==> src/core/poll_addr_pkg.sv <==
// shared constants, states and carriers for the poll and address status block
package poll_addr_pkg;
  // register offsets, both registers live at printed addresses
  localparam logic [11:0] POLL_STATUS_OFS = 12'h117;
  localparam logic [11:0] ADDRESS_STATE_OFS = 12'h119;
  // poll status byte field positions
  localparam int STATUS_TOP_POS = 7;
  localparam int REQ_POS = 6;
  localparam logic [7:0] POLL_STATUS_RESET = 8'h00;
  // address state byte field positions
  localparam int ADS_CTRL_POS = 7;
  localparam int ADS_ATN_POS = 6;
  localparam int ADS_POLL_POS = 5;
  localparam int ADS_LPRI_POS = 4;
  localparam int ADS_TPRI_POS = 3;
  localparam int ADS_LISTEN_POS = 2;
  localparam int ADS_TALK_POS = 1;
  localparam int ADS_MINOR_POS = 0;
  // addressing modes
  localparam logic [1:0] MODE_ONLY = 2'h0;
  localparam logic [1:0] MODE_DUAL = 2'h1;
  localparam logic [1:0] MODE_EXT_SINGLE = 2'h2;
  localparam logic [1:0] MODE_EXT_DUAL = 2'h3;
  // bus command codes, seven bit
  localparam logic [6:0] CMD_POLL_ENABLE = 7'h18;
  localparam logic [6:0] CMD_POLL_DISABLE = 7'h19;
  localparam logic [6:0] CMD_UNLISTEN = 7'h3f;
  localparam logic [6:0] CMD_UNTALK = 7'h5f;
  localparam logic [1:0] GRP_LISTEN = 2'h1;
  localparam logic [1:0] GRP_TALK = 2'h2;
  localparam logic [1:0] GRP_SECONDARY = 2'h3;
  localparam logic [4:0] ADDR_RESERVED = 5'h1f;

  // service request states, one-hot
  typedef enum logic [2:0] {
    SR_NEG = 3'b001,
    SR_REQ = 3'b010,
    SR_AFF = 3'b100
  } sr_state_e;

  // register port request
  typedef struct packed {
    logic wr;
    logic rd;
    logic [11:0] addr;
    logic [7:0] wdata;
  } reg_req_s;

  // addressing configuration from the mode and address registers
  typedef struct packed {
    logic [1:0] mode;
    logic talk_only;
    logic listen_only;
    logic [4:0] major_addr;
    logic [4:0] minor_addr;
    logic [4:0] second_addr;
  } addr_cfg_s;
endpackage : poll_addr_pkg

==> src/core/poll_addr_status.sv <==
// serial poll response and address status logic of the bus interface chip
// Operation
// - status top and low bits clear on reset
// - send poll byte to listening controller
// - request set and not polled asserts SRQ
// - request bit clears on affirmative poll, reset
// - outstanding flag set on write, cleared after send
// - controller role reads inverse idle-or-addressed
// - attention status bit shows live ATN level
// - poll mode set by SPE while talker addressed, cleared SPD/resets
// - listen primary seen in extended addressing
// - talk primary seen in extended addressing
// - receiver addressed bit shows listener states
// - speaker addressed bit shows talker states
// - talk and listen addressing exclude each other, except in the programmed only mode
// - minor flag follows minor/major address received
// - minor flag zero outside dual primary modes
// - mode 2 needs primary then secondary
`timescale 1ns/1ps
module poll_addr_status (
  input wire logic mclk,
  input wire logic rst_n,
  input poll_addr_pkg::reg_req_s reg_req,
  output logic [7:0] rd_data,
  input wire logic chip_reset,
  input wire logic soft_reset_bit,
  input poll_addr_pkg::addr_cfg_s addr_cfg,
  input wire logic ctrl_idle,
  input wire logic ctrl_addressed,
  input wire logic atn_n_pin,
  input wire logic cmd_strobe,
  input wire logic [7:0] cmd_byte,
  input wire logic sec_accept,
  input wire logic sec_reject,
  input wire logic poll_byte_taken,
  output logic [7:0] poll_byte,
  output logic poll_byte_valid,
  output logic srq_oe
);
  import poll_addr_pkg::*;

  // synchroniser for the bus attention pin
  logic atn_meta_reg;
  logic atn_n_reg;
  // stored poll status bits, request bit and outstanding flag
  logic [7:0] status_reg;
  logic rsv_reg;
  logic outstanding_reg;
  sr_state_e sr_reg;
  sr_state_e sr_next;
  // address state flags
  logic speaker_reg;
  logic receiver_reg;
  logic poll_mode_reg;
  logic listen_prim_reg;
  logic talk_prim_reg;
  logic minor_reg;
  logic prim_minor_reg; // which primary matched while waiting for a secondary
  logic [7:0] rd_data_reg;
  logic poll_valid_reg;
  logic srq_reg;

  // any hard clear: power-up handled by rst_n, chip reset command here
  wire logic hard_clr = chip_reset;
  wire logic soft_clr = chip_reset | soft_reset_bit;

  // register port decode
  wire logic sel_poll = reg_req.addr == POLL_STATUS_OFS;
  wire logic sel_ads = reg_req.addr == ADDRESS_STATE_OFS;
  wire logic wr_poll = reg_req.wr & sel_poll;
  wire logic wr_rsv_set = wr_poll & reg_req.wdata[REQ_POS];

  // command decode, bit 7 of the byte is parity and ignored
  wire logic [6:0] cmd7 = cmd_byte[6:0];
  wire logic [1:0] grp = cmd7[6:5];
  wire logic [4:0] cad = cmd7[4:0];
  wire logic is_listen = cmd_strobe & (grp == GRP_LISTEN) & (cad != ADDR_RESERVED);
  wire logic is_talk = cmd_strobe & (grp == GRP_TALK) & (cad != ADDR_RESERVED);
  wire logic is_sec = cmd_strobe & (grp == GRP_SECONDARY) & (cad != ADDR_RESERVED);
  wire logic is_primary = cmd_strobe & (grp != GRP_SECONDARY);
  wire logic is_unl = cmd_strobe & (cmd7 == CMD_UNLISTEN);
  wire logic is_unt = cmd_strobe & (cmd7 == CMD_UNTALK);
  wire logic is_spe = cmd_strobe & (cmd7 == CMD_POLL_ENABLE);
  wire logic is_spd = cmd_strobe & (cmd7 == CMD_POLL_DISABLE);

  // mode qualifiers
  wire logic mode_dual = addr_cfg.mode == MODE_DUAL;
  wire logic mode_ext1 = addr_cfg.mode == MODE_EXT_SINGLE;
  wire logic mode_ext3 = addr_cfg.mode == MODE_EXT_DUAL;
  wire logic mode_only = addr_cfg.mode == MODE_ONLY;
  wire logic dual_prim = mode_dual | mode_ext3; // minor address only honoured here
  wire logic extended = mode_ext1 | mode_ext3;
  wire logic hit_major = cad == addr_cfg.major_addr;
  wire logic hit_minor = dual_prim & (cad == addr_cfg.minor_addr);
  wire logic hit_any = hit_major | hit_minor;

  // primary address matches
  wire logic my_listen = is_listen & hit_any;
  wire logic my_talk = is_talk & hit_any;
  wire logic other_talk = is_talk & ~hit_any;

  // secondary outcome: mode 2 compares, mode 3 waits for software verdict
  wire logic sec_ok2 = is_sec & mode_ext1 & (cad == addr_cfg.second_addr);
  wire logic sec_ok = sec_ok2 | (mode_ext3 & sec_accept);
  wire logic set_receiver = mode_dual ? my_listen : (sec_ok & listen_prim_reg);
  wire logic set_speaker = mode_dual ? my_talk : (sec_ok & talk_prim_reg);
  // extended talker drops when another primary talk address passes or a foreign secondary follows
  wire logic sec_miss = (is_sec & mode_ext1 & ~sec_ok2) | (mode_ext3 & sec_reject);
  wire logic drop_ext = extended & (other_talk | (talk_prim_reg & sec_miss));
  wire logic drop_speaker = is_unt | (mode_dual & other_talk) | drop_ext;

  // live bus conditions after synchronisation
  wire logic atn_active = ~atn_n_reg;
  wire logic spas = speaker_reg & poll_mode_reg & ~atn_active; // controller in standby, device talking the poll

  // service request state machine
  always_comb begin
    sr_next = sr_reg;
    unique case (sr_reg)
      SR_NEG: begin
        if (rsv_reg & ~spas) begin
          sr_next = SR_REQ;
        end
      end
      SR_REQ: begin
        if (spas & poll_byte_taken) begin
          sr_next = SR_AFF; // controller read the byte while we asked
        end else if (~rsv_reg & ~spas) begin
          sr_next = SR_NEG;
        end
      end
      SR_AFF: begin
        if (~spas) begin
          sr_next = SR_NEG;
        end
      end
    endcase
  end

  // attention pin two-stage synchroniser, first stage read by the second only
  always_ff @(posedge mclk or negedge rst_n) begin
    if (!rst_n) begin
      atn_meta_reg <= 1'b1;
      atn_n_reg <= 1'b1;
    end else begin
      atn_meta_reg <= atn_n_pin;
      atn_n_reg <= atn_meta_reg;
    end
  end

  // poll status byte storage
  always_ff @(posedge mclk or negedge rst_n) begin
    if (!rst_n) begin
      status_reg <= POLL_STATUS_RESET;
    end else if (hard_clr) begin
      status_reg <= POLL_STATUS_RESET;
    end else if (wr_poll) begin
      status_reg <= reg_req.wdata;
    end
  end

  // request bit: a write of one wins over the affirmative clear
  always_ff @(posedge mclk or negedge rst_n) begin
    if (!rst_n) begin
      rsv_reg <= 1'b0;
    end else if (hard_clr) begin
      rsv_reg <= 1'b0;
    end else if (wr_poll) begin
      rsv_reg <= reg_req.wdata[REQ_POS];
    end else if (sr_next == SR_AFF && sr_reg != SR_AFF) begin
      rsv_reg <= 1'b0;
    end
  end

  // outstanding flag, set on the write, cleared once back in negative state
  always_ff @(posedge mclk or negedge rst_n) begin
    if (!rst_n) begin
      outstanding_reg <= 1'b0;
    end else if (hard_clr) begin
      outstanding_reg <= 1'b0;
    end else if (wr_rsv_set) begin
      outstanding_reg <= 1'b1;
    end else if (sr_reg == SR_NEG && !rsv_reg) begin
      outstanding_reg <= 1'b0;
    end
  end

  // service request state register and its registered line drive
  always_ff @(posedge mclk or negedge rst_n) begin
    if (!rst_n) begin
      sr_reg <= SR_NEG;
      srq_reg <= 1'b0;
    end else if (hard_clr) begin
      sr_reg <= SR_NEG;
      srq_reg <= 1'b0;
    end else begin
      sr_reg <= sr_next;
      // the line is released as soon as the poll is active, the byte then carries the request
      srq_reg <= (sr_next == SR_REQ) & ~spas;
    end
  end

  // poll byte presented while serial poll active, bit 6 carries the request
  always_ff @(posedge mclk or negedge rst_n) begin
    if (!rst_n) begin
      poll_valid_reg <= 1'b0;
    end else begin
      poll_valid_reg <= spas & ~hard_clr;
    end
  end

  // poll mode flag
  always_ff @(posedge mclk or negedge rst_n) begin
    if (!rst_n) begin
      poll_mode_reg <= 1'b0;
    end else if (soft_clr | is_spd) begin
      poll_mode_reg <= 1'b0;
    end else if (is_spe & speaker_reg) begin
      poll_mode_reg <= 1'b1;
    end
  end

  // primary seen flags; any other primary command cancels the wait
  always_ff @(posedge mclk or negedge rst_n) begin
    if (!rst_n) begin
      listen_prim_reg <= 1'b0;
      talk_prim_reg <= 1'b0;
      prim_minor_reg <= 1'b0;
    end else if (soft_clr | ~extended) begin
      listen_prim_reg <= 1'b0;
      talk_prim_reg <= 1'b0;
      prim_minor_reg <= 1'b0;
    end else if (is_primary) begin
      listen_prim_reg <= my_listen;
      talk_prim_reg <= my_talk;
      prim_minor_reg <= ~hit_major & hit_minor;
    end
  end

  // listener and talker addressed flags, mutually exclusive outside the programmed only mode
  always_ff @(posedge mclk or negedge rst_n) begin
    if (!rst_n) begin
      receiver_reg <= 1'b0;
      speaker_reg <= 1'b0;
    end else if (hard_clr) begin
      receiver_reg <= 1'b0;
      speaker_reg <= 1'b0;
    end else if (mode_only) begin
      // programmed only modes hold once set; clearing the bit alone does not leave
      receiver_reg <= receiver_reg | addr_cfg.listen_only;
      speaker_reg <= speaker_reg | addr_cfg.talk_only;
    end else if (set_receiver) begin
      receiver_reg <= 1'b1;
      speaker_reg <= 1'b0;
    end else if (set_speaker) begin
      speaker_reg <= 1'b1;
      receiver_reg <= 1'b0;
    end else begin
      receiver_reg <= receiver_reg & ~is_unl;
      speaker_reg <= speaker_reg & ~drop_speaker;
    end
  end

  // minor flag tracks which address was last received
  always_ff @(posedge mclk or negedge rst_n) begin
    if (!rst_n) begin
      minor_reg <= 1'b0;
    end else if (hard_clr | ~dual_prim) begin
      minor_reg <= 1'b0;
    end else if (mode_dual & (my_listen | my_talk)) begin
      minor_reg <= ~hit_major;
    end else if (mode_ext3 & (set_receiver | set_speaker)) begin
      minor_reg <= prim_minor_reg;
    end
  end

  // address state byte assembled from live flags
  logic [7:0] ads_byte;
  always_comb begin
    ads_byte = 8'h00;
    ads_byte[ADS_CTRL_POS] = ~(ctrl_idle | ctrl_addressed);
    ads_byte[ADS_ATN_POS] = atn_n_reg; // zero means attention asserted
    ads_byte[ADS_POLL_POS] = poll_mode_reg;
    ads_byte[ADS_LPRI_POS] = listen_prim_reg;
    ads_byte[ADS_TPRI_POS] = talk_prim_reg;
    ads_byte[ADS_LISTEN_POS] = receiver_reg;
    ads_byte[ADS_TALK_POS] = speaker_reg;
    ads_byte[ADS_MINOR_POS] = minor_reg;
  end

  // readback of the poll status register shows the outstanding flag in bit 6
  wire logic [7:0] poll_read = {status_reg[STATUS_TOP_POS], outstanding_reg, status_reg[5:0]};
  wire logic [7:0] rd_mux = sel_poll ? poll_read : (sel_ads ? ads_byte : 8'h00);

  // read data registered one cycle after the strobe, held until the next read
  always_ff @(posedge mclk or negedge rst_n) begin
    if (!rst_n) begin
      rd_data_reg <= 8'h00;
    end else if (reg_req.rd) begin
      rd_data_reg <= rd_mux;
    end
  end

  // poll byte on the bus carries the request state in bit 6
  logic [7:0] poll_byte_reg;
  always_ff @(posedge mclk or negedge rst_n) begin
    if (!rst_n) begin
      poll_byte_reg <= 8'h00;
    end else begin
      poll_byte_reg <= {status_reg[STATUS_TOP_POS], sr_next != SR_NEG, status_reg[5:0]};
    end
  end

  assign rd_data = rd_data_reg;
  assign poll_byte = poll_byte_reg;
  assign poll_byte_valid = poll_valid_reg;
  assign srq_oe = srq_reg;
endmodule : poll_addr_status

==> config.mk <==
export PLATFORM = sky130hd
export DESIGN_NAME = poll_addr_status
export DESIGN_NICKNAME = d
export VERILOG_FILES = /design/src/core/poll_addr_pkg.sv /design/src/core/poll_addr_status.sv
export SDC_FILE = /design/constraint.sdc
export NUM_CORES = 1
export LEC_CHECK = 0
export ABC_AREA = 1
export BUFFER_PORTS_ARGS = -buffer_cell sky130_fd_sc_hd__buf_2
export CORE_MARGIN = 3
export CORE_UTILIZATION = 40
export DETAILED_ROUTE_END_ITERATION = 10
export PLACE_DENSITY = 0.76
export SKIP_LAST_GASP = 1
export SLEW_MARGIN = 20
export SYNTH_ARGS = -nofsm -noshare
export SYNTH_HDL_FRONTEND = slang
export SYNTH_SLANG_ARGS = --single-unit
==> constraint.sdc <==
create_clock -name mclk -period 1.9 [get_ports mclk]
set_input_delay 0.285 -clock mclk [delete_from_list [all_inputs] [get_ports mclk]]
set_output_delay 0.285 -clock mclk [all_outputs]
set_load 0.005 [all_outputs]
== Word-level counts from Yosys, hierarchy flattened ==
Cells that the tools add are included.
Storage, ports and cells
  flip-flop bits (word level): 40
Operators by class
  mux-type cells: 38
  equality and inequality tests: 24
  bitwise logic cells: 68
  reductions and logical operators: 10
Operators with widths (count)
  $and 1x1->1: 40
  $mux 8: 4
  $mux 1: 28
  $eq 12x9->1 const B: 2
  $or 1x1->1: 17
  $eq 5x5->1: 3
  $mux 3: 5
  $eq 7x5->1 const B: 2
  $not 1->1: 11
  $pmux 3 s3: 1
  $reduce_bool 3->1: 3
  $eq 2x2->1 const B: 4
  $eq 7x6->1 const B: 1
  $eq 7x7->1 const B: 1
  $eq 3x2->1 const B: 2
  $eq 3x3->1 const B: 2
  $reduce_bool 2->1: 3
  $ne 5x5->1 const B: 1
  $eq 2x1->1 const B: 2
  $eq 3x1->1 const B: 1
  $ne 3x1->1 const B: 1
  $ne 3x3->1 const B: 1
  $logic_and 1x1->1: 2
  $logic_not 2->1: 1
  other kinds (2): 2

== Depth between registers and ports, before layout ==
Gate-level depths: netlist of run 1.
  depth in word-level cells: 18
  mapped depth: 13
  depth with buffers taken out: 13

== Worst setup path after synthesis of run 1 ==
OpenSTA, ideal clock, no wires.
  path type: reg2reg
  start point: register atn_n_reg
  end point: register rsv_reg
  clock period less this slack: 1444 ps
  library setup time: 128 ps
  arrival: 1316 ps
  setup slack: 456 ps
  path buffers: 0
  data required time: 1772 ps
  cell stages (with the launch flop): 8
  cells stage by stage: dfstp_2 -> nand3_1 -> nand2_1 -> inv_1 -> o21ai_0 -> nand2_1 -> nor4_1 -> o21ai_0
Between the ends
  word-level cells in the longest chain between the ends: 9
  elaborated cells between the ends (all ways): 13
  classes of those cells: eq/ne: 1; mux: 5; bitwise: 5; reduce/logical: 2
Ends and longest elaborated chain
  from (decl): line poll_addr_status.sv:44  | logic atn_n_reg;
  from (signal assigned): line poll_addr_status.sv:147  | atn_n_reg <= atn_meta_reg;
  $and 1x1->1 *: line poll_addr_status.sv:114  | wire logic spas = speaker_reg & poll_mode_reg & ~atn_active;
  $not 1->1: line poll_addr_status.sv:121, poll_addr_status.sv:128
  $and 1x1->1: line poll_addr_status.sv:128  | end else if (~rsv_reg & ~spas) begin
  $mux 3: line poll_addr_status.sv:128
  $mux 3: line poll_addr_status.sv:126  | if (spas & poll_byte_taken) begin
  $pmux 3 s3 *: line poll_addr_status.sv:119  | unique case (sr_reg)
  $eq 3x3->1 *: line poll_addr_status.sv:170  | end else if (sr_next == SR_AFF && sr_reg != SR_AFF) begin
  $logic_and 1x1->1 *: line poll_addr_status.sv:170
  $reduce_bool 3->1 (no line) *
  to (signal assigned): line poll_addr_status.sv:169  | rsv_reg <= reg_req.wdata[REQ_POS];
  to (decl): line poll_addr_status.sv:47  | logic rsv_reg;
Every way passes the cells marked *; elsewhere a longest branch is shown, timed or not.
A chain may end at the register's enable or synchronous reset.

== Final worst setup path of run 1 ==
  start point: register sr_reg[1]
  end point: register rsv_reg
Between the ends
  word-level cells in the longest chain between the ends: 6
  elaborated cells between the ends (all ways): 12
  classes of those cells: eq/ne: 5; mux: 5; reduce/logical: 2
Ends and longest elaborated chain
  from (decl): line poll_addr_status.sv:49  | sr_state_e sr_reg;
  from (signal assigned): line poll_addr_status.sv:197  | sr_reg <= sr_next;
  $mux 3: line poll_addr_status.sv:128
  $mux 3: line poll_addr_status.sv:126
  $pmux 3 s3: line poll_addr_status.sv:119
  $eq 3x3->1: line poll_addr_status.sv:170
  $logic_and 1x1->1 *: line poll_addr_status.sv:170
  $reduce_bool 3->1 (no line) *
Marks and branches as above.

==> results of run 1 <==
[stage by stage]
stage	power, mW	instances
after global placement	1.06	456
after global routing	1.85	464
after CTS	1.78	464
final	1.77	464
after detailed placement	1.07	456
after floorplan	0.956	312
[cell type report]
type | count | area, µm² | area share (%)
clock inverters | 2 | 35.0 | 1.24
flip-flops and latches | 39 | 980 | 34.8
clock buffers | 6 | 82.6 | 2.93
repair buffers | 78 | 395 | 14.1
multi-input cells | 208 | 1000 | 35.7
well taps | 70 | 87.6 | 3.11
inverters | 61 | 229 | 8.14
[synthesized netlist by cell type (2+ instances only)]
cell	instances	area, µm²
a21oi_1	3	15.0
o22ai_1	7	43.8
nand2_1	80	300
nor2_2	2	12.5
dfrtp_1	36	901
inv_1	58	218
o31ai_1	2	15.0
clkbuf_1	3	11.3
nand2_2	4	25.0
xnor2_1	4	35.0
nor2_1	31	116
inv_2	3	11.3
nand4_1	5	31.3
dfstp_2	3	78.8
o21ai_0	18	90.1
nor4_1	4	25.0
nand3_1	31	155
nor3_1	7	35.0
[path summary, 6_finish.rpt]
path                                        startpoint                endpoint  slack [ps]  depth (start not counted)
worst max-delay path               sr_reg[1]$_DFF_PN0_     rsv_reg$_DFFE_PN0P_         310                          6
worst min-delay path                             rst_n  poll_byte[2]$_DFF_PN0_          20                          2
worst max register to register     sr_reg[1]$_DFF_PN0_     rsv_reg$_DFFE_PN0P_         310                          6
worst min register to register  atn_meta_reg$_DFF_PN1_     atn_n_reg$_DFF_PN1_         370                          0
max in group asynchronous                        rst_n  atn_meta_reg$_DFF_PN1_        1510                          2
min in group mclk                            atn_n_pin  atn_meta_reg$_DFF_PN1_          90                          1
[what timing repair did]
action | 4_1_cts | 5_1_grt
setup endpoints to repair | 0 | 1
endpoints found under the hold margin | 0 | 0
resized for setup | 0 | 1
[metal layers]
layer	GRT usage, %	vias to the layer above	share of wire [%]
li1	-	1146	-
met1	22.6	998	44
met2	28.7	38	49
met3	2.80	15	3.4
met4	8.61	0	3.2
met5	0	-	0
[power groups by stage]
stage	combinational, mW	clock [mW]	sequential [mW]
after floorplan	0.100	0	0.855
after global placement	0.206	0	0.856
after detailed placement	0.210	0	0.856
after CTS	0.210	0.730	0.840
after global routing	0.239	0.767	0.841
final	0.209	0.715	0.841
[worst max-delay path, stage by stage (launching register included)]
cell and delay (ps):
dfrtp_1 400, nor3_1 380, o21ai_0 140, o21ai_0 160, inv_1 100, nor4_1 180
o21ai_0 100
[cells by family after synthesis]
logic type	after synthesis	synth area share (%)
simple gates	168	33.4
compound gates	36	9.94
flops	39	44.0
xor+xnor	4	1.57
buf+inv	65	11.1
==> PnR_summary.wiki, run 1 <==
{| class="wikitable"
! Metric !! Value
|-
| Result of the run || complete, no violations
|-
| Number of input and output port buffers inserted || 76
|-
| Number of enable flip-flop cells after synthesis || 0
|-
| Number of fill cells in the layout || 519
|-
| Main flop type after synthesis || dfrtp_1
|-
| Via count of the first global-routing pass || 2049
|-
| Min cycle time layout || 1590 ps
|-
| Post-synthesis sequential area ratio || 44.0%
|-
| Area Growth Syn to Fin || 26.3%
|-
| Vias/cell || 4.73
|-
| Clock latency at the later pin of the worst-skew pair || 290 ps
|-
| Number of antenna violations at the first check in global routing || 0
|-
| Number of H-tree levels || 2
|-
| Core Box Area || 5240 µm²
|-
| Remaining routing DRC violations || 0
|-
| Switching Fraction || 23.9%
|-
| Critical path data required time || 2080 ps
|-
| Maximum frequency from static timing analysis || 0.631 GHz
|-
| Setup slack after placement || 262 ps
|-
| CTS tree || done
|-
| Routed wirelength normalized by instance count || 11.5 µm
|-
| Total via count in the routed design || 2197
|-
| Setup total negative slack || 0 ps
|-
| Final design utilization || 53.7%
|-
| Post-detailed-placement cell area || 2690 µm²
|-
| Leakage Power || 1.58 nW
|-
| Design area || 2810 µm²
|-
| First-pass GRT wire length || 8780 µm
|-
| I/O pin count || 78
|-
| Net Count, Synth || 372
|-
| Clock group share of total power || 40.5%
|-
| Number of distinct library cells after synthesis || 29
|-
| Most common cell after layout, fill and taps aside || nand2_1
|-
| Total setup buffers inserted after CTS || 0
|-
| Clock slew at the register clock pins of the worst setup and hold paths || 80 ps
|-
| Gate count after technology mapping || 312
|-
| Largest voltage drop on the vdd net || 0.400 mV
|-
| Fraction of layout instances using a drive strength above 1 || 26.4%
|-
| RSZ-0062 raised after global routing || false
|-
| Arr. time, crit path || 1770 ps
|-
| Count of nets after finishing || 453
|-
| Worst Path Max Fanout || 4
|-
| Number of endpoints failing setup at the final stage || 0
|-
| TritonCTS Sinks || 39
|-
| Routability congestion estimate from global placement || 0.861
|-
| Number of buffers added to fix hold violations after cts || 0
|-
| Max Clock Skew || 5.81 ps
|-
| Maximum number of pins on one net before global-route repair || 40
|-
| Seq pwr share || 47.6%
|-
| Async set or reset register ratio after synthesis || 100%
|-
| Post-synthesis instance area || 2230 µm²
|-
| Die Footprint || 6500 µm²
|-
| Number of max-slew violations in the final report || 0
|-
| Slack of the critical path || 315 ps
|-
| TritonCTS buffer count || 5
|-
| Row Count || 26
|-
| Cell at the root of the clock tree || clkbuf_8
|-
| CP startpoint kind || flop
|-
| Overall die height || 80.6 µm
|-
| Post-Synthesis Mean Instance Area || 7.14 µm²
|-
| Share of the cycle needed by the critical path after routing || 83.4%
|-
| Buffer levels on the longest clock path || 2
|-
| Kind of end point of the critical path || flop
|-
| Seq cells post-synth || 39
|-
| Commonest cells after routing, fill and taps aside || 80 x nand2_1, 76 x buf_2, 58 x inv_1
|-
| Antenna cells || 0
|-
| Maximum capacitance violations || 0
|-
| Post-route worst hold slack || 23.2 ps
|-
| Pwr per Cell Area || 627 nW/µm²
|-
| Yosys synthesis warning count || 0
|-
| Max-slew headroom at the worst pin || 68.2%
|-
| Cell Int Power || 1.34 mW
|-
| Least-Margin Pin Slew || 476 ps
|-
| Kind of path behind the tightest hold check || in2async
|-
| Final wirelength || 5340 µm
|-
| Count of antenna-violating nets left after detailed routing || 0
|-
| Total overflow reported by the global router || 0
|-
| HPWL after detailed placement || 4270 µm
|-
| Hold violation total from the final report || 0
|-
| Die Wd || 80.6 µm
|-
| Initial Utilization || 42.5%
|-
| Total global routing track utilization || 17.6%
|-
| Classification of the worst setup path || reg2reg
|-
| Psw || 421 µW
|-
| Share of power burned in combinational logic || 11.8%
|-
| Detailed Route Iter0 Violations || 144
|-
| DR pass1 iterations || 4
|}
Note: power is estimated with default switching activity, not from simulation.
==> run 2: changes to the inputs <==
ABC_AREA = 0   (was 1)
PLACE_DENSITY = 0.8   (was 0.76)
clock period = 1.44 ns   (was 1.9 ns; I/O delays follow)
==> run 2 against run 1 <==
- design area is 12% higher
- the run now ends with setup timing left
- cell count is 14% lower
- critical path type is now in2reg
- combinational power is 96% higher
- via count down 2.3%
- routed wire length grew 18%
- utilization increased by 12 points
- first-iteration DRC count is 33% lower
- clock skew grew 1.1 ps
- register-to-register slack got worse by 290 ps
==> PnR_summary.wiki, run 2 <==
{| class="wikitable"
! Metric !! Value
|-
| Top-area cell type share of the netlist area || 44.1% (+3.6 points)
|-
| Number of max-slew violations in the final report || 0 (unchanged)
|-
| Most frequent cell after synthesis || dfrtp_1
|-
| Final standard cell count with taps included and fillers excluded || 400 (-14%)
|-
| Post-detailed-placement cell area || 2790 µm² (+3.5%)
|-
| Vias/cell || 5.37 (+13%)
|-
| Total overflow reported by the global router || 0 (unchanged)
|-
| Worst Path Max Fanout || 3 (-1)
|-
| Cell at the root of the clock tree || clkbuf_8
|-
| Critical path data required time || 1610 ps (-470 ps)
|-
| Detail Route met3 WL || 405 µm (+120%)
|-
| Via count of the first global-routing pass || 2096 (+2.3%)
|-
| Post-route worst hold slack || 17.0 ps (-6.28 ps)
|-
| I/O pin count || 78 (unchanged)
|-
| Initial Utilization || 42.4% (-0.11 points)
|-
| Fraction of layout instances using a drive strength above 1 || 50.2% (+24 points)
|-
| Ranking of synthesized cells by area || dfrtp_1 44%, a21oi_1 5.9%, nand3_1 4.7%
|-
| Adder and majority gate portion of the synthesized area || 0% (unchanged)
|-
| Largest delay share family, worst path || compound AO/OA/AOI/OAI gates
|-
| Met1 wire length || 2540 µm (+7.2%)
|-
| Classification of the worst setup path || in2reg
|-
| Critical-path top delay cell || a2111o_1
|-
| Antenna cells || 0 (unchanged)
|-
| Post-synthesis mux area share || 0.551% (+0.55 points)
|-
| DR pass1 iterations || 4 (unchanged)
|-
| Gate count after technology mapping || 221 (-29%)
|-
| TritonCTS Sinks || 39 (unchanged)
|-
| RSZ-0062 raised after global routing || true
|-
| Arr. time, crit path || 1640 ps (-130 ps)
|-
| Leakage Power || 1.46 nW (-7.8%)
|-
| Number of placed instances with taps included || 388 (-15%)
|-
| Area Growth Syn to Fin || 54.2%
|-
| Number of endpoints failing setup at the final stage || 2 (+2)
|-
| Final wirelength || 6310 µm (+18%)
|-
| Main combinational cell family by area after synthesis || simple AND/OR/NAND/NOR gates
|-
| Number of distinct library cells after synthesis || 48 (+66%)
|-
| Row Count || 25 (-3.8%)
|-
| Detailed Route Iter0 Violations || 96 (-33%)
|-
| Most instantiated cells after synthesis || 36 x dfrtp_1, 24 x a21oi_1, 23 x nor2_1, 21 x nand2_1, 19 x nand3_1
|-
| Kind of path behind the tightest hold check || in2reg
|-
| Buffer levels on the longest clock path || 2 (unchanged)
|-
| Setup slack, reg-to-reg || 20 ps (-290 ps)
|-
| Result of the run || finished, violations left
|-
| Routed wirelength normalized by instance count || 15.8 µm (+37%)
|-
| Post-Synthesis Mean Instance Area || 9.25 µm² (+30%)
|-
| Area fraction in compound gates after synthesis || 19.1% (+9.2 points)
|-
| Count of antenna-violating nets left after detailed routing || 0 (unchanged)
|-
| Seq cells post-synth || 39 (unchanged)
|-
| Max-slew headroom at the worst pin || 68.4% (+0.13 points)
|-
| First-pass GRT wire length || 9540 µm (+8.6%)
|-
| Routability congestion estimate from global placement || 0.888 (+3.1%)
|-
| Min cycle time layout || 1470 ps
|-
| Total via count in the routed design || 2146 (-2.3%)
|-
| Post-synthesis instance area || 2040 µm² (-8.3%)
|-
| Synthesized-area fraction occupied by xor and xnor cells || 6.86% (+5.3 points)
|-
| Post-synthesis share of cell area spent on and, or, nand and nor gates || 21.6% (-12 points)
|-
| Peak per-stage delay on the critical path || 460 ps (+60 ps)
|-
| Main flop type after synthesis || dfrtp_1
|-
| Share of the cycle needed by the critical path after routing || 102%
|-
| HPWL after detailed placement || 4360 µm (+2.1%)
|-
| Critical path buffer and inverter count || 1 (unchanged)
|-
| Number of enable flip-flop cells after synthesis || 0 (unchanged)
|-
| Number of H-tree levels || 2 (unchanged)
|-
| Async set or reset register ratio after synthesis || 100% (unchanged)
|-
| Core Box Area || 4820 µm² (-8.0%)
|-
| Overall die height || 77.5 µm (-3.9%)
|-
| Maximum capacitance violations || 0 (unchanged)
|-
| Total global routing track utilization || 19.8% (+2.1 points)
|-
| Yosys synthesis warning count || 0 (unchanged)
|-
| Most area-hungry cell type in the Yosys netlist || dfrtp_1
|-
| Die Footprint || 6000 µm² (-7.7%)
|-
| CP startpoint kind || input port
|-
| Final design utilization || 65.4% (+12 points)
|-
| Violations in the final reports || setup timing
|-
| Pwr per Cell Area || 779 nW/µm² (+24%)
|-
| Number of antenna violations at the first check in global routing || 0 (unchanged)
|-
| CTS tree || done
|-
| Clock slew at the register clock pins of the worst setup and hold paths || 70 ps (about the same)
|-
| TritonCTS buffer count || 5 (unchanged)
|-
| Number of input and output port buffers inserted || 76 (unchanged)
|-
| Maximum frequency from static timing analysis || 0.681 GHz
|-
| Clock latency at the later pin of the worst-skew pair || 300 ps (about the same)
|-
| Least-Margin Pin Slew || 474 ps (-1.91 ps)
|-
| Largest voltage drop on the vdd net || 0.532 mV (+33%)
|-
| Number of fill cells in the layout || 396 (-24%)
|-
| Post-synthesis sequential area ratio || 47.9% (+4.0 points)
|-
| Maximum number of pins on one net before global-route repair || 40 (unchanged)
|-
| Die Wd || 77.5 µm (-3.9%)
|-
| Most common cell after layout, fill and taps aside || buf_2
|-
| Slack of the critical path || -27.8 ps (-342 ps)
|-
| DR top layer || met4
|-
| Max Clock Skew || 6.89 ps (+1.07 ps)
|-
| Commonest cells after routing, fill and taps aside || 69 x buf_2, 41 x buf_4, 36 x dfrtp_1
|-
| Sequence of cells on the critical path || buf_8, xor2_4, nor4_4, nand3_2, a2111o_1, a21oi_1, nor3_1
|-
| Count of nets after finishing || 392 (-13%)
|-
| Remaining routing DRC violations || 0 (unchanged)
|-
| Kind of end point of the critical path || flop
|-
| Net Count, Synth || 281 (-24%)
|-
| Design area || 3150 µm² (+12%)
|-
| Hold violation total from the final report || 0 (unchanged)
|-
| Met2 routed wirelength || 3270 µm (+25%)
|}
-- run 2: cell count changes after synthesis, sizes merged, moves of 5 or more --
cell    change
nand2      -63
inv        -57
o22ai       -5
nor2       -10
xor2        +8
a22oi      +10
o21ai      -15
clkbuf      +6
nand3      -11
a21oi      +21
-- run 2: cell type report --
cell class / count / area [µm²] / area share [%]
multi-input cells: 164 / 1210 / 38.5
inverters: 4 / 15.0 / 0.477
repair buffers: 118 / 746 / 23.7
well taps: 67 / 83.8 / 2.66
clock inverters: 3 / 43.8 / 1.39
flip-flops and latches: 39 / 980 / 31.1
clock buffers: 5 / 68.8 / 2.18
-- run 2: where the power goes --
part / total (mW) / switching, mW / leakage (nW) / internal [mW]
sequential: 1.13 / 0.0146 / 0.522 / 1.12
combinational: 0.409 / 0.209 / 0.880 / 0.200
clock: 0.912 / 0.397 / 0.0581 / 0.516
-- run 2: final timing paths --
kind / start / end / depth (start not counted)
worst max-delay path: addr_cfg[7] / speaker_reg$_DFF_PN0_ / 7
worst min-delay path: atn_n_pin / atn_meta_reg$_DFF_PN1_ / 1
worst max register to register: atn_n_reg$_DFF_PN1_ / srq_oe$_DFF_PN0_ / 5
worst min register to register: atn_meta_reg$_DFF_PN1_ / atn_n_reg$_DFF_PN1_ / 0
max in group asynchronous: rst_n / atn_meta_reg$_DFF_PN1_ / 3
min in group asynchronous: rst_n / poll_byte[4]$_DFF_PN0_ / 3
-- run 2: cell families after synthesis --
family	after synthesis
AOI/OAI and AO/OA	59
buffers and inverters	18
and+or+nand+nor	88
muxes	1
DFF	39
xor gates and xnor gates	16
-- run 2: worst register-to-register path: stages, from the launching register on --
cell and delay [ps]:
dfstp_2 560, and3_4 190, nor3_2 60, a211oi_2 190, o21ai_2 110, nor4b_2 220
-- run 2: routing by layer --
layer | vias to the layer above | global-route usage [%]
met4 | 0 | 5.34
met5 | - | 0
met3 | 10 | 3.83
li1 | 1023 | -
met1 | 1011 | 25.7
met2 | 102 | 33.7
-- run 2: metrics by stage --
stage	setup WS (ps)	power, mW	setup TNS (ps)
after floorplan	-207	1.31	-1580
after global placement	-254	1.49	-4330
after detailed placement	-310	1.50	-5630
after CTS	-41.7	2.42	-41.7
after global routing	-98.4	2.55	-504
final	-27.8	2.45	-46.8
-- run 2: repair_timing --
item | CTS | global route
pin swaps | 8 | 25
setup endpoints to repair | 4 | 17
gates cloned | 0 | 0
buffers inserted | 1 | 2
gates resized for setup | 13 | 34
hold buffers | 1 | 0
endpoints found under the hold margin | 36 | 0
==> run 3: changes to the inputs <==
BUFFER_PORTS_ARGS = -buffer_cell sky130_fd_sc_hd__clkbuf_2   (was -buffer_cell sky130_fd_sc_hd__buf_2)
CORE_MARGIN = default   (was 3)
PLACE_DENSITY = 0.71   (was 0.8)
==> run 3 against run 2 <==
- the flow still finishes with violations (setup timing)
- clock power is 20% lower
- total power is 6.8% lower
- worst hold slack worse by 16 ps
- clock skew is 2.3 ps lower
- cell count is 1.5% higher
- global-route usage is 2.1 points higher
- sequential share of layout area is 0.92 points lower
- register-to-register slack hardly changed
- combinational power is 3% higher
- worst setup slack worse by 5.1 ps
- non-clock buffer count is 6 higher
==> PnR_summary.wiki, run 3 (same netlist as run 2, synthesis figures left out) <==
{| class="wikitable"
! Metric !! Value
|-
| Result of the run || finished, violations left
|-
| Violations in the final reports || setup timing
|-
| Total overflow reported by the global router || 0 (unchanged)
|-
| Number of antenna violations at the first check in global routing || 0 (unchanged)
|-
| Largest voltage drop on the vdd net || 0.847 mV (+59%)
|-
| Maximum capacitance violations || 0 (unchanged)
|-
| Kind of end point of the critical path || flop
|-
| TritonCTS buffer count || 5 (unchanged)
|-
| Max Clock Skew || 4.57 ps (-2.32 ps)
|-
| DR pass1 iterations || 4 (unchanged)
|-
| Post-route worst hold slack || 1.11 ps (-15.8 ps)
|-
| Cell Int Power || 1.66 mW (-9.4%)
|-
| Count of antenna-violating nets left after detailed routing || 0 (unchanged)
|-
| Cell at the root of the clock tree || clkbuf_8
|-
| Kind of path behind the tightest hold check || in2reg
|-
| CTS tree || done
|-
| Number of endpoints failing setup at the final stage || 2 (unchanged)
|-
| Row Count || 25 (unchanged)
|-
| Fraction of layout instances using a drive strength above 1 || 53.7% (+3.5 points)
|-
| Critical path buffer and inverter count || 3 (+2)
|-
| Largest delay share family, worst path || simple AND/OR/NAND/NOR gates
|-
| Routability congestion estimate from global placement || 0.955 (+7.5%)
|-
| Worst Path Max Fanout || 3 (unchanged)
|-
| Initial Utilization || 42.4% (unchanged)
|-
| Classification of the worst setup path || in2reg
|-
| Share of the cycle needed by the critical path after routing || 102% (+0.36 points)
|-
| Core Box Area || 4820 µm² (unchanged)
|-
| Clock group share of total power || 32.0% (-5.2 points)
|-
| HPWL after detailed placement || 4190 µm (-3.9%)
|-
| Critical path data required time || 1620 ps (about the same)
|-
| Arr. time, crit path || 1660 ps (+20 ps)
|-
| Hold violation total from the final report || 0 (unchanged)
|-
| Sequence of cells on the critical path || buf_8, xor2_4, nor4_4, nand3_2, buf_6, buf_4, nand2_2, a211oi_2, mux2_2
|-
| Number of H-tree levels || 2 (unchanged)
|-
| Count of nets after finishing || 398 (+1.5%)
|-
| Psw || 625 µW (+0.73%)
|-
| Clock slew at the register clock pins of the worst setup and hold paths || 80 ps (about the same)
|-
| Antenna cells || 0 (unchanged)
|-
| CP startpoint kind || input port
|-
| First-pass GRT wire length || 9130 µm (-4.3%)
|-
| Setup total negative slack || -53.3 ps (-6.55 ps)
|-
| Share of power burned in combinational logic || 18.4% (+1.8 points)
|-
| Maximum frequency from static timing analysis || 0.679 GHz (-0.35%)
|-
| Via count of the first global-routing pass || 2100 (+0.19%)
|-
| Vias/cell || 5.40 (+0.63%)
|-
| TritonCTS Sinks || 39 (unchanged)
|-
| Area Growth Syn to Fin || 58.9%
|-
| Final design utilization || 67.4% (+2.0 points)
|-
| Number of max-slew violations in the final report || 0 (unchanged)
|-
| Buffer levels on the longest clock path || 2 (unchanged)
|-
| Final wirelength || 6110 µm (-3.0%)
|-
| Min cycle time layout || 1470 ps (+5.12 ps)
|-
| Max-slew headroom at the worst pin || 68.4% (about the same)
|-
| Peak per-stage delay on the critical path || 360 ps (-100 ps)
|-
| Seq pwr share || 49.6% (+3.4 points)
|-
| Remaining routing DRC violations || 0 (unchanged)
|-
| Switching Fraction || 27.3% (+2.0 points)
|-
| I/O pin count || 78 (unchanged)
|-
| Leakage Power || 1.46 nW (about the same)
|-
| Least-Margin Pin Slew || 473 ps (-0.969 ps)
|-
| Commonest cells after routing, fill and taps aside || 69 x clkbuf_2, 44 x buf_4, 36 x dfrtp_1
|-
| Pwr per Cell Area || 704 nW/µm² (-9.6%)
|-
| Number of input and output port buffers inserted || 76 (unchanged)
|-
| Routed wirelength normalized by instance count || 15.1 µm (-4.5%)
|-
| Clock latency at the later pin of the worst-skew pair || 290 ps (about the same)
|-
| Detailed Route Iter0 Violations || 154 (+60%)
|-
| Critical-path top delay cell || nor4_4
|-
| Die Wd || 73.5 µm (-5.2%)
|-
| Total via count in the routed design || 2192 (+2.1%)
|-
| Die Footprint || 5400 µm² (-10%)
|-
| Maximum number of pins on one net before global-route repair || 40 (unchanged)
|-
| Overall die height || 73.5 µm (-5.2%)
|-
| Most common cell after layout, fill and taps aside || clkbuf_2
|-
| Total global routing track utilization || 21.9% (+2.1 points)
|-
| Slack of the critical path || -32.9 ps (-5.12 ps)
|-
| RSZ-0062 raised after global routing || true
|}
[run 3: changes by cell type in the layout (fill, tap and decap cells not counted), sizes merged]
cell / delta
bufinv: -1
clkbuf: +71
buf: -65
clkinvlp: +2
clkinv: -1
[run 3: cell type report]
type	instances	area, µm²
fillers	410	1570
inverters	4	15.0
flip-flops and latches	39	980
well taps	67	83.8
multi-input cells	164	1270
clock inverters	3	20.0
repair buffers	124	807
clock buffers	5	68.8
[run 3: path summary, 6_finish.rpt]
kind | startpoint | to | slack, ps | cells past startpoint
min in group asynchronous | rst_n | status_reg[7]$_DFFE_PN0P_ | 500 | 3
hold reg to reg | atn_meta_reg$_DFF_PN1_ | atn_n_reg$_DFF_PN1_ | 360 | 0
max in group asynchronous | rst_n | atn_n_reg$_DFF_PN1_ | 580 | 3
hold / removal | atn_n_pin | atn_meta_reg$_DFF_PN1_ | 1 | 1
setup / recovery | addr_cfg[9] | minor_reg$_DFFE_PN0P_ | -30 | 9
setup reg to reg | atn_n_reg$_DFF_PN1_ | srq_oe$_DFF_PN0_ | 30 | 5
[run 3: what timing repair did]
| item | in CTS | in global routing |
|---|---|---|
| resized for setup | 11 | 55 |
| buffers inserted | 5 | 5 |
| endpoints found under the hold margin | 36 | 0 |
| endpoints found under the setup margin | 4 | 23 |
| pin swaps | 10 | 25 |
| hold buffers | 1 | 0 |
[run 3: through the flow]
step	power, mW	setup WS (ps)	cells	cell area (µm²)
final	2.29	-32.9	406	3250
after CTS	2.25	-22.8	403	3000
after floorplan	1.31	-207	221	2140
after global routing	2.37	-98.7	406	3250
after detailed placement	1.50	-352	389	2790
after global placement	1.49	-298	389	2790
[run 3: worst register-to-register path, stage by stage, from the launching register on]
cell and delay, ps:
dfstp_2 550, and3_4 200, nor3_4 40, a211oi_2 230, o21ai_2 100, nor4b_2 210
[run 3: layer usage]
metal / track usage (%) / vias up / share of wire, %
li1: - / 1029 / -
met1: 28.0 / 1062 / 41
met2: 38.3 / 85 / 51
met3: 3.57 / 16 / 5.5
met4: 5.77 / 0 / 2.4
met5: 0 / - / 0
[run 3: power by group through the flow]
stage          clock network, mW  registers (mW)  logic (mW)
5_1_grt                    0.775            1.14       0.458
3_3_place_gp                   0            1.15       0.341
6_report                   0.733            1.13       0.420
4_1_cts                    0.744            1.13       0.374
3_5_place_dp                   0            1.15       0.346
2_1_floorplan                  0            1.15       0.155
